## config.mk

```make
export PLATFORM = sky130hd
export DESIGN_NAME = fbc_commutation
export DESIGN_NICKNAME = d
export VERILOG_FILES = /design/src/fbc_pkg.sv /design/src/fbc_commutation.sv
export VERILOG_INCLUDE_DIRS = /design/src /design/src/src
export SDC_FILE = /design/constraint.sdc
export NUM_CORES = 1
export LEC_CHECK = 0
export BUFFER_PORTS_ARGS = -buffer_cell sky130_fd_sc_hd__buf_2
export CAP_MARGIN = 25
export CORE_MARGIN = 3
export CORE_UTILIZATION = 48
export CTS_CLUSTER_DIAMETER = 120
export DETAILED_ROUTE_END_ITERATION = 6
export PLACE_DENSITY = 0.91
export SLEW_MARGIN = 15
export SYNTH_ARGS = -nofsm -noshare
export SYNTH_HDL_FRONTEND = slang
export SYNTH_SLANG_ARGS = --single-unit
```

## constraint.sdc

```tcl
create_clock -name pclk -period 2.9 [get_ports pclk]
set_input_delay 0.145 -clock pclk [delete_from_list [all_inputs] [get_ports pclk]]
set_output_delay 0.145 -clock pclk [all_outputs]
set_load 0.01 [all_outputs]
```

## src/fbc_params.svh

```systemverilog
// Offsets, field positions, reset values and timing counts of the commutation block
`ifndef FBC_PARAMS_SVH
`define FBC_PARAMS_SVH

// Register byte offsets
`define FBC_CTRL_OFS 12'h000
`define FBC_STATUS_OFS 12'h004
`define FBC_PINS_OFS 12'h008

// Control register fields and reset value
`define FBC_CTRL_SW_DISABLE 0
`define FBC_CTRL_SW_HOLD 1
`define FBC_CTRL_RESET 2'h0

// Status register fields
`define FBC_ST_RUNNING 0
`define FBC_ST_RELEASED 1
`define FBC_ST_POSITION 2
`define FBC_ST_DEAD 3
`define FBC_ST_GATES_LO 4

// Synchronised pin index
`define FBC_PIN_OSC 0
`define FBC_PIN_EXT 1
`define FBC_PIN_BRIDGE_DIS 2
`define FBC_PIN_DIV_DIS 3
`define FBC_PIN_START_DLY 4
`define FBC_PIN_SUPPLY 5
`define FBC_PIN_COUNT 6

// Gate patterns, bit 3..0 = high-left, high-right, low-left, low-right
`define FBC_PAT_OFF 4'h0
`define FBC_PAT_STARTUP 4'h3
`define FBC_PAT_A 4'h9
`define FBC_PAT_B 4'h6

// Timing: non-overlap interval and the clock rate
`define FBC_NONOVERLAP_NS 20
`define FBC_CLK_MHZ 100
`define FBC_NONOVERLAP_CYC (((`FBC_NONOVERLAP_NS * `FBC_CLK_MHZ) + 999) / 1000)

`endif

```

## src/fbc_pkg.sv

```systemverilog
// Types of the full-bridge commutation block
package fbc_pkg;

  // Supply-level state of the bridge controller
  typedef enum logic [0:0] {
    FBC_ST_STARTUP,
    FBC_ST_OSCILLATE
  } fbc_state_t;

endpackage
```

## src/fbc_commutation.sv

```systemverilog
// Full-bridge commutation controller with APB register access
`timescale 1ns/100ps
`include "fbc_params.svh"

module fbc_commutation
  import fbc_pkg::*;
#(
  parameter int ADDR_W = 12,
  parameter int NONOVERLAP_CYCLES = `FBC_NONOVERLAP_CYC
) (
  input wire logic pclk,
  input wire logic presetn,
  input wire logic clk_en,
  input wire logic psel,
  input wire logic penable,
  input wire logic pwrite,
  input wire logic [ADDR_W-1:0] paddr,
  input wire logic [31:0] pwdata,
  output logic [31:0] prdata,
  output logic pready,
  output logic pslverr,
  input wire logic external_drive_input,
  input wire logic divider_disable_input,
  input wire logic bridge_disable_input,
  input wire logic startup_delay_input,
  input wire logic oscillator_timing_node,
  input wire logic supply_ok_input,
  output logic high_left_gate,
  output logic high_right_gate,
  output logic low_left_gate,
  output logic low_right_gate
);

  localparam int CNT_W = 8;

  // Elaboration check: interval must be at least one cycle and fit the counter
  if (NONOVERLAP_CYCLES < 1 || NONOVERLAP_CYCLES > 255) begin : g_bad_nonoverlap
    $error("NONOVERLAP_CYCLES out of range 1..255");
  end
  if (ADDR_W < 4) begin : g_bad_addr
    $error("ADDR_W must be at least 4");
  end

  logic [`FBC_PIN_COUNT-1:0] pins_raw;
  logic [`FBC_PIN_COUNT-1:0] meta_r;
  logic [`FBC_PIN_COUNT-1:0] sync_r;
  logic ext_dly_r;
  logic osc_dly_r;
  logic [1:0] ctrl_r;
  fbc_state_t state_r;
  logic pos_r;
  logic released_r;
  logic [3:0] gates_r;
  logic [3:0] gates_nxt;
  logic [CNT_W-1:0] dead_r;
  logic [CNT_W-1:0] dead_nxt;
  logic [3:0] target;
  logic dis_eff;
  logic su_high;
  logic div_en;
  logic fall_evt;
  logic released_nxt;
  logic pos_nxt;
  logic [ADDR_W-1:0] ofs;
  logic [31:0] rd_val;
  logic rd_hit;

  assign pins_raw = {supply_ok_input, startup_delay_input, divider_disable_input,
                     bridge_disable_input, external_drive_input, oscillator_timing_node};

  // Two-flop synchronisers, one per pin; the first stage feeds only the second
  genvar gi;
  for (gi = 0; gi < `FBC_PIN_COUNT; gi++) begin : g_sync
    always_ff @(posedge pclk or negedge presetn) begin
      if (!presetn) begin
        meta_r[gi] <= 1'b0;
        sync_r[gi] <= 1'b0;
      end else if (clk_en) begin
        meta_r[gi] <= pins_raw[gi];
        sync_r[gi] <= meta_r[gi];
      end
    end
  end

  // Delayed copies of the synchronised clock sources for falling-edge detection
  always_ff @(posedge pclk or negedge presetn) begin
    if (!presetn) begin
      ext_dly_r <= 1'b0;
      osc_dly_r <= 1'b0;
    end else if (clk_en) begin
      ext_dly_r <= sync_r[`FBC_PIN_EXT];
      osc_dly_r <= sync_r[`FBC_PIN_OSC];
    end
  end

  // Pin disable and software disable act alike
  assign dis_eff = sync_r[`FBC_PIN_BRIDGE_DIS] | ctrl_r[`FBC_CTRL_SW_DISABLE];
  // Software hold stretches the start-up delay like a low pin would
  assign su_high = sync_r[`FBC_PIN_START_DLY] & ~ctrl_r[`FBC_CTRL_SW_HOLD];
  assign div_en = ~sync_r[`FBC_PIN_DIV_DIS];
  // Only one source toggles in practice: the unused one is tied static
  assign fall_evt = (osc_dly_r & ~sync_r[`FBC_PIN_OSC]) |
                    (ext_dly_r & ~sync_r[`FBC_PIN_EXT]);

  // Supply-level state; the supply comparator carries its own hysteresis
  always_ff @(posedge pclk or negedge presetn) begin
    if (!presetn) begin
      state_r <= FBC_ST_STARTUP;
    end else if (clk_en) begin
      if (!sync_r[`FBC_PIN_SUPPLY]) begin
        state_r <= FBC_ST_STARTUP;
      end else begin
        state_r <= FBC_ST_OSCILLATE;
      end
    end
  end

  // Bridge position: divider toggles, or direct follow of the drive input
  always_comb begin
    released_nxt = (state_r == FBC_ST_OSCILLATE) && su_high && !dis_eff;
    pos_nxt = pos_r;
    if (!released_nxt || !released_r) begin
      // Restart from the predefined position; without divider take the input level
      // Drive input high selects the high-right and low-left pair
      pos_nxt = div_en ? 1'b0 : sync_r[`FBC_PIN_EXT];
    end else if (!div_en) begin
      pos_nxt = sync_r[`FBC_PIN_EXT];
    end else if (fall_evt) begin
      pos_nxt = ~pos_r;
    end
  end

  always_ff @(posedge pclk or negedge presetn) begin
    if (!presetn) begin
      released_r <= 1'b0;
      pos_r <= 1'b0;
    end else if (clk_en) begin
      released_r <= released_nxt;
      pos_r <= pos_nxt;
    end
  end

  // Wanted gate pattern; disable outranks everything
  always_comb begin
    if (dis_eff) begin
      target = `FBC_PAT_OFF;
    end else if (!released_r) begin
      target = `FBC_PAT_STARTUP;
    end else begin
      target = pos_r ? `FBC_PAT_B : `FBC_PAT_A;
    end
  end

  // Break before make: turn-offs land at once, turn-ons wait for the interval
  always_comb begin
    gates_nxt = gates_r;
    dead_nxt = dead_r;
    if ((gates_r & ~target) != 4'h0) begin
      gates_nxt = gates_r & target;
      dead_nxt = CNT_W'(NONOVERLAP_CYCLES);
    end else if (dead_r != '0) begin
      dead_nxt = dead_r - 1'b1;
    end else begin
      gates_nxt = target;
    end
  end

  always_ff @(posedge pclk or negedge presetn) begin
    if (!presetn) begin
      gates_r <= `FBC_PAT_OFF;
      dead_r <= '0;
    end else if (clk_en) begin
      gates_r <= gates_nxt;
      dead_r <= dead_nxt;
    end
  end

  // Gate pins come straight from the pattern register, so no decode glitch reaches a driver
  assign high_left_gate = gates_r[3];
  assign high_right_gate = gates_r[2];
  assign low_left_gate = gates_r[1];
  assign low_right_gate = gates_r[0];

  // APB read mux; reserved bits read zero
  assign ofs = paddr;
  always_comb begin
    rd_val = 32'h0000_0000;
    rd_hit = 1'b1;
    case (ofs)
      `FBC_CTRL_OFS: rd_val[1:0] = ctrl_r;
      `FBC_STATUS_OFS: begin
        rd_val[`FBC_ST_RUNNING] = (state_r == FBC_ST_OSCILLATE);
        rd_val[`FBC_ST_RELEASED] = released_r;
        rd_val[`FBC_ST_POSITION] = pos_r;
        rd_val[`FBC_ST_DEAD] = (dead_r != '0);
        rd_val[`FBC_ST_GATES_LO +: 4] = gates_r;
      end
      `FBC_PINS_OFS: rd_val[`FBC_PIN_COUNT-1:0] = sync_r;
      default: rd_hit = 1'b0;
    endcase
  end

  // One wait-free access phase: answer is ready in the cycle after setup
  always_ff @(posedge pclk or negedge presetn) begin
    if (!presetn) begin
      pready <= 1'b0;
      pslverr <= 1'b0;
      prdata <= 32'h0000_0000;
    end else if (clk_en) begin
      pready <= psel && !penable;
      if (psel && !penable) begin
        // Status is read-only, so a write there is an error like an unmapped one
        pslverr <= !rd_hit || (pwrite && ofs != `FBC_CTRL_OFS);
        prdata <= pwrite ? 32'h0000_0000 : rd_val;
      end else begin
        pslverr <= 1'b0;
        prdata <= 32'h0000_0000;
      end
    end
  end

  // Control register write at the completing access edge
  always_ff @(posedge pclk or negedge presetn) begin
    if (!presetn) begin
      ctrl_r <= `FBC_CTRL_RESET;
    end else if (clk_en) begin
      if (psel && penable && pready && pwrite && ofs == `FBC_CTRL_OFS) begin
        ctrl_r <= pwdata[1:0];
      end
    end
  end

  AST_STARTUP_HIGHS_OFF: assert property (@(posedge pclk) disable iff (!presetn)
    clk_en && !released_r |=> !high_left_gate && !high_right_gate)
    else $error("high-side gate on while not released");

  AST_DISABLE_ALL_OFF: assert property (@(posedge pclk) disable iff (!presetn)
    clk_en && dis_eff |=> gates_r == `FBC_PAT_OFF)
    else $error("gate on while bridge disabled");

  AST_STARTUP_LOWS_ON: assert property (@(posedge pclk) disable iff (!presetn)
    (clk_en && !dis_eff && !released_r)[*4] |=> low_left_gate && low_right_gate)
    else $error("low sides not on during start-up");

  AST_SUPPLY_RETURN: assert property (@(posedge pclk) disable iff (!presetn)
    clk_en && !sync_r[`FBC_PIN_SUPPLY] |=> state_r == FBC_ST_STARTUP ##1 !released_r)
    else $error("no return to start-up on low supply");

  AST_DIVIDER_ENTRY: assert property (@(posedge pclk) disable iff (!presetn)
    clk_en && !released_r && released_nxt && div_en |=> !pos_r)
    else $error("divider did not resume at predefined position");

  AST_DIRECT_FOLLOW: assert property (@(posedge pclk) disable iff (!presetn)
    clk_en && released_nxt && !div_en |=> pos_r == $past(sync_r[`FBC_PIN_EXT]))
    else $error("position does not follow drive input");

  AST_DIV_TOGGLE: assert property (@(posedge pclk) disable iff (!presetn)
    clk_en && released_r && released_nxt && div_en && fall_evt |=> pos_r != $past(pos_r))
    else $error("divider missed a falling edge");

  AST_DIV_HOLD: assert property (@(posedge pclk) disable iff (!presetn)
    clk_en && released_r && released_nxt && div_en && !fall_evt |=> $stable(pos_r))
    else $error("divider moved without a falling edge");

  AST_TWO_PATTERNS: assert property (@(posedge pclk) disable iff (!presetn)
    high_left_gate || high_right_gate |-> gates_r == `FBC_PAT_A || gates_r == `FBC_PAT_B)
    else $error("high side on outside a diagonal pattern");

  AST_BREAK_BEFORE_MAKE: assert property (@(posedge pclk) disable iff (!presetn)
    (gates_r & ~$past(gates_r)) != 4'h0 |-> (~gates_r & $past(gates_r)) == 4'h0
      && $past(dead_r) == '0)
    else $error("turn-on without preceding non-overlap interval");

  AST_RELEASE_ENTRY: assert property (@(posedge pclk) disable iff (!presetn)
    clk_en && state_r == FBC_ST_OSCILLATE && su_high && !dis_eff |=> released_r)
    else $error("no release although supply, delay and disable allow it");

  AST_DISABLE_STARTUP: assert property (@(posedge pclk) disable iff (!presetn)
    clk_en && dis_eff && state_r == FBC_ST_STARTUP |=> gates_r == `FBC_PAT_OFF)
    else $error("start-up pattern shown while bridge disabled");

  AST_DIRECT_ENTRY: assert property (@(posedge pclk) disable iff (!presetn)
    clk_en && !released_r && released_nxt && !div_en |=> pos_r == $past(sync_r[`FBC_PIN_EXT]))
    else $error("direct mode did not start from the drive input level");

  // A turn-on inside the gap would let one leg conduct top and bottom at once
  AST_NO_MAKE_IN_GAP: assert property (@(posedge pclk) disable iff (!presetn)
    clk_en && dead_r != '0 |=> (gates_r & ~$past(gates_r)) == 4'h0)
    else $error("gate turned on inside the non-overlap interval");

endmodule

```

==> results of run 1 <==
logic make-up (layout without fill, tap and decap cells):
kind of cell    Yosys count  count (layout)  share of synthesized area, %
simple gates             55              55                          15.8
other cells               1              24                         0.169
fa+ha+maj                 2               2                          1.13
mux                      16              16                          8.11
buf+inv                  39              57                          10.6
compound gates           50              50                          18.0
flops                    41              41                          46.2
cell type report:
type / instances / area (um^2) / share of cell area (%)
repair buffers: 40 / 203 / 8.19
clock buffers: 7 / 96.3 / 3.89
inverters: 9 / 33.8 / 1.37
flip-flops and latches: 41 / 1030 / 41.5
clock inverters: 1 / 5.00 / 0.202
multi-input cells: 147 / 1050 / 42.3
well taps: 52 / 65.1 / 2.63
cell usage in the layout (no fill, tap or decap), types with 2 or more instances in the layout:
cell type  instances
dfrtp_1           41
buf_2             39
conb_1            24
mux2_2            16
nand2_1           16
inv_1              9
o21ai_0            9
clkbuf_8           7
nor2_1             6
a22oi_1            6
a31oi_1            5
o2bb2ai_1          5
a22o_1             5
o21ai_1            5
or4_1              4
nand2b_1           3
nor2b_1            3
nand3_1            3
o311ai_2           3
nand3b_1           2
or3_1              2
a21o_1             2
or2b_1             2
nor3_2             2
a2bb2oi_1          2
nor4_4             2
nand4_1            2
and4_1             2
ha_1               2
cells in the mapped netlist, types with 4 or more instances:
cell	n
mux2_2	16
clkbuf_1	5
a22o_1	5
a31oi_1	5
nand2_1	16
o21ai_1	5
nor2_1	6
or4_1	4
a22oi_1	6
dfrtp_1	41
o2bb2ai_1	5
inv_1	9
buf_4	24
o21ai_0	9
power by group:
part,internal [mW],switching [mW]
clock,0.215,0.187
combinational,0.193,0.241
sequential,0.668,0.111
total,1.08,0.538
routing by layer:
layer	vias up	wire (um)	GRT usage, %
met1	785	1740	21.0
met3	5	291	4.86
li1	783	-	-
met4	0	65	7.85
met2	49	2050	27.2
met5	-	0	0
per-stage QoR:
stage / power [mW] / instances / hold slack (ns)
CTS: 1.62 / 297 / 0.00441
floorplan: 1.12 / 227 / -0.151
finish: 1.62 / 297 / -0.0310
detailed placement: 1.22 / 289 / 0.317
global route: 1.73 / 297 / 0.0479
global placement: 1.20 / 289 / 0.310
worst max-delay path: stages (launching register included):
cell      delay, ns
dfrtp_1        0.43
or4b_1         0.57
a21o_1         0.24
a221oi_4       0.43
nand2_2        0.16
o311ai_2       0.27
final timing paths:
path                             endpoint  slack [ns]  cells after the start
worst min-delay path            dead_r[6]       -0.03                      1
worst max-delay path            dead_r[3]        0.70                      5
worst max register to register  dead_r[3]        0.70                      5
min in group pclk               ctrl_r[1]        0.08                      2
max in group asynchronous       sync_r[3]        2.38                      1
worst min register to register  prdata[0]        0.49                      1
sequential cells by signal, summed over array words and instances, names as in the netlist:
signal      cells
pos_r           1
gates_r         4
ext_dly_r       1
state_r         1
released_r      1
pready          1
osc_dly_r       1
prdata          8
ctrl_r          2
pslverr         1
sync_r          6
dead_r          8
meta_r          6
==> flow_summary.toml, run 1 <==
[status]
outcome = "complete, but fails checks"
violations = "hold timing"

[grt]
grt_pass1_wl_mm = 7.07
grt.overflow.total = 0
antenna_found_initial = 0
grt_use_total_pct = 16.9
grt_max_degree = 42
grt_pass1_vias = 1543

[worst_setup_path]
start_kind = "flip-flop"
crit_type = "reg2reg"
rr_startpoint = "sync_r[2]"
crit_fanout = 7
crit_start = "sync_r[2]"
worstPathRequired_ns = 3.09
worstPathArrival_ns = 2.39
critPathCaptureType = "flip-flop"

[timing]
worst_slack_ns = 0.702
setup_viol = 0
max_slew_margin_pct = 41.4
period_needed_ns = 2.20
slew_violations = 0
finalSetupTns_ns = 0
max_freq_mhz = 455
fin_skew_ns = 0.00705
rsz0062_at_grt = "false"
finalHoldWorstSlack_ns = -0.0310
worst_pin_slew_ns = 0.879
fin_crit_sh_pct = 75.8
hold_viol = 41

[layout]
fill_cells = 385
final_util_pct = 56.1
stdcell_area_mm2 = 0.00247
antenna_cells = 0
nets = 302
areaGrowthSynthToFinish_pct = 11.4
drive_gt1_share_pct = 30.6

[synth]
synth_edf_count = 0
synthFlopType = "dfrtp_1"
avgSynthCellArea_um2 = 10.9
synth-async-reset-ratio_pct = 100
netlist.area_leader.share_pct = 46.2
synth_cells = 204
yosysWarnings = 0
synthesis.area_mm2 = 0.00222
yosysTopAreaCell = "dfrtp_1"
ys_types = 44
ys_ff_latch = 41
yosysSeqAreaShare_pct = 46.2
synth_area_leaders = "dfrtp_1 (46%), buf_4 (8.1%), mux2_2 (8.1%)"

[clocking]
cts_max_level = 2
clkTransAtPathRegs_ns = 0.07
cts_sinks = 41
worstSkewPairLatency_ns = 0.29
root_buffer = "clkbuf_8"
holdBufCountCts = 0
cts_tree = "yes"
clk_path_buf_depth = 2
numCtsBuffers = 5
cts-resized-gates = 0
postCtsSetupRepairBufs = 0

[flow_run]
drv_cap = 0

[power_and_ir_drop]
p_leak_nw = 1.15
p_per_area_mw_per_mm2 = 653
ir_drop_uv = 304

[worst_hold_path]
min_path_type = "in2async"

[route]
vias = 1622
avgRoutedWirePerCell_um = 13.9
first_pass_iters = 4
viasPerCell = 5.46
route.detailed.drc = 0
ant_nets = 0
routed_wl_mm = 4.14
drt_iter0_drc = 103

[place]
gp_congestion = 0.857
dp_hpwl_mm = 3.12
port_buffers = 39
dpl_cell_area_mm2 = 0.00237
placement.setup.worst_slack_ns = 0.710

[die]
fp-row-count = 24
io_pins = 94
start_util_pct = 50.3
fp.dieH_um = 74.0
core_region_area_mm2 = 0.00441
die_x_um = 74.0
fp.dieArea_mm2 = 0.00548
(Power assumes the default switching activity.)
==> run 2, diff against run 1 <==
- CORE_UTILIZATION: 48 -> 43
- PLACE_DENSITY: 0.91 -> 0.87
- clock period: 2.9 -> 2 ns (I/O delays scaled with it)
==> run 2 against run 1 <==
Net effect: the flow finishes with violations (setup timing); first-iteration DRC count increased by 39%; final cell count increased by 11%; setup slack worse by 0.81 ns; die area is 11% higher; clock power is 74% higher; register-to-register slack got worse by 0.81 ns; power increased by 65%; sequential power increased by 42%; non-clock buffer count increased by 19.
==> flow_summary.toml, run 2 (synthesis results as in run 1) <==
[die]
io_pins = 94
fp-row-count = 25
core_region_area_mm2 = 0.00485
start_util_pct = 45.8
die_x_um = 77.9
fp.dieH_um = 77.9
fp.dieArea_mm2 = 0.00607

[place]
gp_congestion = 0.839
placement.setup.worst_slack_ns = -0.135
post-place-cells = 320
port_buffers = 39
dpl_cell_area_mm2 = 0.00251
dp_hpwl_mm = 3.31

[worst_setup_path]
worstPathRequired_ns = 2.22
rrSetupSlack_ns = -0.11
rr_worst_depth = 7
crit_fanout = 6
crit_type = "reg2reg"
rr_startpoint = "sync_r[2]"
start_kind = "flip-flop"
critPathCaptureType = "flip-flop"
worstPathArrival_ns = 2.33
r2r-end = "dead_r[0]"

[flow_run]
drv_cap = 0

[timing]
hold_viol = 0
worst_pin_slew_ns = 0.541
rsz0062_at_grt = "true"
max_freq_mhz = 474
slew_violations = 0
setup_viol = 11
max_slew_margin_pct = 63.9
worst_slack_ns = -0.111
fin_skew_ns = 0.00657
fin_crit_sh_pct = 106
period_needed_ns = 2.11

[route]
avgRoutedWirePerCell_um = 14.6
drt_iter0_drc = 143
ant_nets = 0
first_pass_iters = 4
routed_wl_mm = 4.83
route.detailed.drc = 0
vias = 1739
viasPerCell = 5.25

[worst_hold_path]
min_to = "ctrl_r[1]"
min_path_type = "in2reg"
min_from = "pwdata[1]"
whs_path_depth = 2

[layout]
antenna_cells = 0
stdcell_area_mm2 = 0.00272
nets = 321
reg_top3 = "dead_r x8, prdata x8"
areaGrowthSynthToFinish_pct = 22.2
finalNonFillerCells = 331
final_util_pct = 56.0
final_common_cell = "dfrtp_1"
final_cell_mix = "dfrtp_1 (41), buf_2 (39), conb_1 (24)"
drive_gt1_share_pct = 37.1

[power_and_ir_drop]
p_leak_nw = 1.26
p_per_area_mw_per_mm2 = 982
ir_drop_uv = 360

[clocking]
worstSkewPairLatency_ns = 0.30
cts_sinks = 41
numCtsBuffers = 5
root_buffer = "clkbuf_8"
clkTransAtPathRegs_ns = 0.08
clk_path_buf_depth = 2
cts_tree = "yes"
cts_max_level = 2

[grt]
antenna_found_initial = 0
grt_pass1_vias = 1679
grt_use_total_pct = 16.3
grt_pass1_wl_mm = 7.71
grt.overflow.total = 0
grt_max_degree = 42

[status]
violations = "setup timing"
outcome = "complete, but fails checks"
==> run 2: per-stage QoR <==
stage | hold WS, ns | total power, mW | setup TNS, ns
3_5_place_dp | 0.282 | 1.88 | -0.910
3_3_place_gp | 0.269 | 1.84 | -0.593
5_1_grt | 0.0186 | 2.82 | -1.48
6_report | 0.0175 | 2.67 | -0.684
4_1_cts | 0.0163 | 2.61 | -0.406
2_1_floorplan | -0.196 | 1.63 | 0
==> run 2: per-layer routing <==
metal / vias to the layer above / routed length, um / global-route usage [%]
met3: 8 / 308 / 5.10
met5: - / 0 / 0
met2: 54 / 2510 / 27.9
met1: 848 / 1930 / 18.7
li1: 829 / - / -
met4: 0 / 91 / 6.58
==> run 2: worst max-delay path, stage by stage (launching register included) <==
cell	delay, ns
dfrtp_1	0.42
or4b_4	0.56
a21o_1	0.20
buf_6	0.12
a221oi_4	0.30
buf_6	0.18
a31oi_4	0.09
a31oi_1	0.17
==> run 2: cell type report <==
class                           count  area [um^2]
Inverter                            9         33.8
Sequential cell                    41         1030
Clock inverter                      1         30.0
Multi-Input combinational cell    147         1090
Tap cell                           67         83.8
Clock buffer                        7         86.3
Fill cell                         403         2130
Timing Repair Buffer               59          368
==> run 2: worst max path at each step <==
stage	from	to	slack, ns
after floorplan	sync_r[2]	dead_r[3]	0.02
after global placement	sync_r[2]	gates_r[1]	-0.11
after detailed placement	sync_r[2]	gates_r[1]	-0.13
after CTS	sync_r[2]	dead_r[0]	-0.06
after global routing	ctrl_r[0]	dead_r[0]	-0.17
final	sync_r[2]	dead_r[0]	-0.11
==> run 2: power by group <==
group | total [mW] | switching [mW] | internal, mW
Combinational | 0.858 | 0.450 | 0.407
Clock | 0.698 | 0.291 | 0.407
Sequential | 1.11 | 0.142 | 0.969
Total | 2.67 | 0.884 | 1.78
==> run 2: timing repair <==
action	CTS	global route
gates resized for setup	4	5
setup endpoints to repair	12	14
pin swaps	7	3
hold endpoints to repair	41	0
setup buffers	1	0
hold buffers	1	0
==> run 3, diff against run 2 <==
- PLACE_DENSITY: 0.87 -> 0.76
==> run 3 against run 2 <==
Net effect: the run still ends with setup timing left; largest power group unchanged; clock skew is 0.0024 ns higher; non-clock buffer count down 3; via count decreased by 1.3%; routed wire length decreased by 2.0%; maximum frequency increased by 1.9%.
==> flow_summary.toml, run 3 (synthesis results as in run 1) <==
[route]
route.detailed.drc = 0
vias = 1716
wl_met1_mm = 2.05
met2_length_mm = 2.37
ant_nets = 0
viasPerCell = 5.25
routed_wl_mm = 4.74
met3_length_um = 237
avgRoutedWirePerCell_um = 14.5
top_layer = "met4"
first_pass_iters = 4
drt_iter0_drc = 66

[timing]
period_needed_ns = 2.07
fin_crit_sh_pct = 104
max_freq_mhz = 483
slew_violations = 0
fin_skew_ns = 0.00899
rsz0062_at_grt = "true"
hold_viol = 0
max_slew_margin_pct = 64.3
setup_viol = 12
worst_slack_ns = -0.0719
worst_pin_slew_ns = 0.531

[clocking]
numCtsBuffers = 5
root_buffer = "clkbuf_8"
cts_max_level = 2
worstSkewPairLatency_ns = 0.29
clkTransAtPathRegs_ns = 0.07
clk_path_buf_depth = 2
postCtsSetupRepairBufs = 0
cts_sinks = 41
cts_tree = "yes"

[place]
dp_hpwl_mm = 3.50
dpl_cell_area_mm2 = 0.00250
port_buffers = 39
gp_congestion = 0.810

[die]
fp.dieArea_mm2 = 0.00607
io_pins = 94
fp.dieH_um = 77.9
core_region_area_mm2 = 0.00485
start_util_pct = 45.8
die_x_um = 77.9
fp-row-count = 25

[worst_hold_path]
min_from = "external_drive_input"
min_to = "meta_r[1]"
min_path_type = "in2reg"
whs_path_depth = 2

[worst_setup_path]
critPathTopFamily = "compound AO/OA/AOI/OAI gates"
crit_type = "reg2reg"
rr_worst_depth = 5
critPathCaptureType = "flip-flop"
start_kind = "flip-flop"
crit_slowest_cell = "or4b_4"
path_buf_inv = 0
rr_startpoint = "sync_r[2]"
slowest_delay_ns = 0.55
worstPathRequired_ns = 2.22
crit_chain = "or4b_4, a21o_1, a221o_2, nor3_4, a2bb2oi_1"
worstPathArrival_ns = 2.29
crit_fanout = 8
rrSetupSlack_ns = -0.07
r2r-end = "gates_r[3]"

[layout]
final_util_pct = 54.2
nets = 318
reg_top3 = "dead_r x8, prdata x8"
final_cell_mix = "dfrtp_1 (41), buf_2 (39), conb_1 (24), mux2_2 (16), nand2_1 (16)"
antenna_cells = 0
final_common_cell = "dfrtp_1"
areaGrowthSynthToFinish_pct = 18.2
drive_gt1_share_pct = 35.0
stdcell_area_mm2 = 0.00263

[power_and_ir_drop]
netSwitchingPower_mw = 0.831
p_leak_nw = 1.23
swShare_pct = 34.0
p_per_area_mw_per_mm2 = 931
finalPower_mw = 2.44
ir_drop_uv = 509
p_int_mw = 1.61
p_comb_share_pct = 32.8
power_frac_seq_pct = 45.1
clkPwrFrac_pct = 22.0

[grt]
grt_pass1_wl_mm = 8.11
antenna_found_initial = 0
grt_max_degree = 23
grt_use_total_pct = 16.7
grt_pass1_vias = 1719
grt.overflow.total = 0

[status]
outcome = "complete, but fails checks"
violations = "setup timing"

[flow_run]
drv_cap = 0
## run 3: cell types whose count changed in the layout (fill, tap and decap cells not counted), sizes merged
cell    before  now
buf         58   55
bufinv       1    0
## run 3: per-layer routing
| layer | global-route usage (%) | vias up |
|---|---|---|
| li1 | - | 815 |
| met1 | 20.7 | 839 |
| met3 | 4.18 | 11 |
| met4 | 4.63 | 0 |
| met2 | 28.9 | 51 |
| met5 | 0 | - |
## run 3: area by class of cell
class / instances / area (um^2)
inverters: 9 / 33.8
repair buffers: 56 / 329
multi-input cells: 147 / 1070
well taps: 67 / 83.8
flip-flops and latches: 41 / 1030
clock buffers: 7 / 86.3
fillers: 437 / 2220
## run 3: metrics by stage
| step | setup TNS [ns] | hold slack (ns) | setup slack, ns | instances |
|---|---|---|---|---|
| 2_1_floorplan | 0 | -0.196 | 0.0201 | 227 |
| 3_3_place_gp | -0.413 | 0.0539 | -0.131 | 319 |
| 3_5_place_dp | -0.667 | 0.0687 | -0.156 | 319 |
| 4_1_cts | -0.407 | 0.0300 | -0.0684 | 327 |
| 5_1_grt | -1.27 | 0.0380 | -0.151 | 327 |
| 6_report | -0.346 | 0.0421 | -0.0719 | 327 |
## run 3: power groups by stage
stage,logic (mW),clock network (mW),registers (mW)
after floorplan,0.516,0,1.11
after global placement,0.737,0,1.10
after detailed placement,0.767,0,1.11
after CTS,0.795,0.556,1.10
after global routing,0.884,0.599,1.12
final,0.803,0.538,1.10
## run 3: worst register-to-register path: cells and delay by family (launching register included)
kind / cells / cell delay, ns
compound gates: 3 / 0.84
flops: 1 / 0.41
simple gates: 2 / 0.75
## run 3: what timing repair did
| action | in CTS | in global routing |
|---|---|---|
| hold endpoints to repair | 16 | 0 |
| resized for setup | 4 | 2 |
| setup endpoints to repair | 12 | 13 |
| pin swaps | 4 | 4 |
| hold buffers | 1 | 0 |
| gates cloned | 0 | 0 |
## run 3: how the worst max path moves through the flow
stage / cells past startpoint / end / start / slack (ns)
3_3_place_gp: 5 / gates_r[1] / sync_r[2] / -0.13
6_report: 5 / gates_r[3] / sync_r[2] / -0.07
5_1_grt: 5 / gates_r[3] / ctrl_r[0] / -0.15
2_1_floorplan: 5 / dead_r[3] / sync_r[2] / 0.02
4_1_cts: 5 / gates_r[1] / sync_r[2] / -0.07
3_5_place_dp: 5 / gates_r[1] / sync_r[2] / -0.16
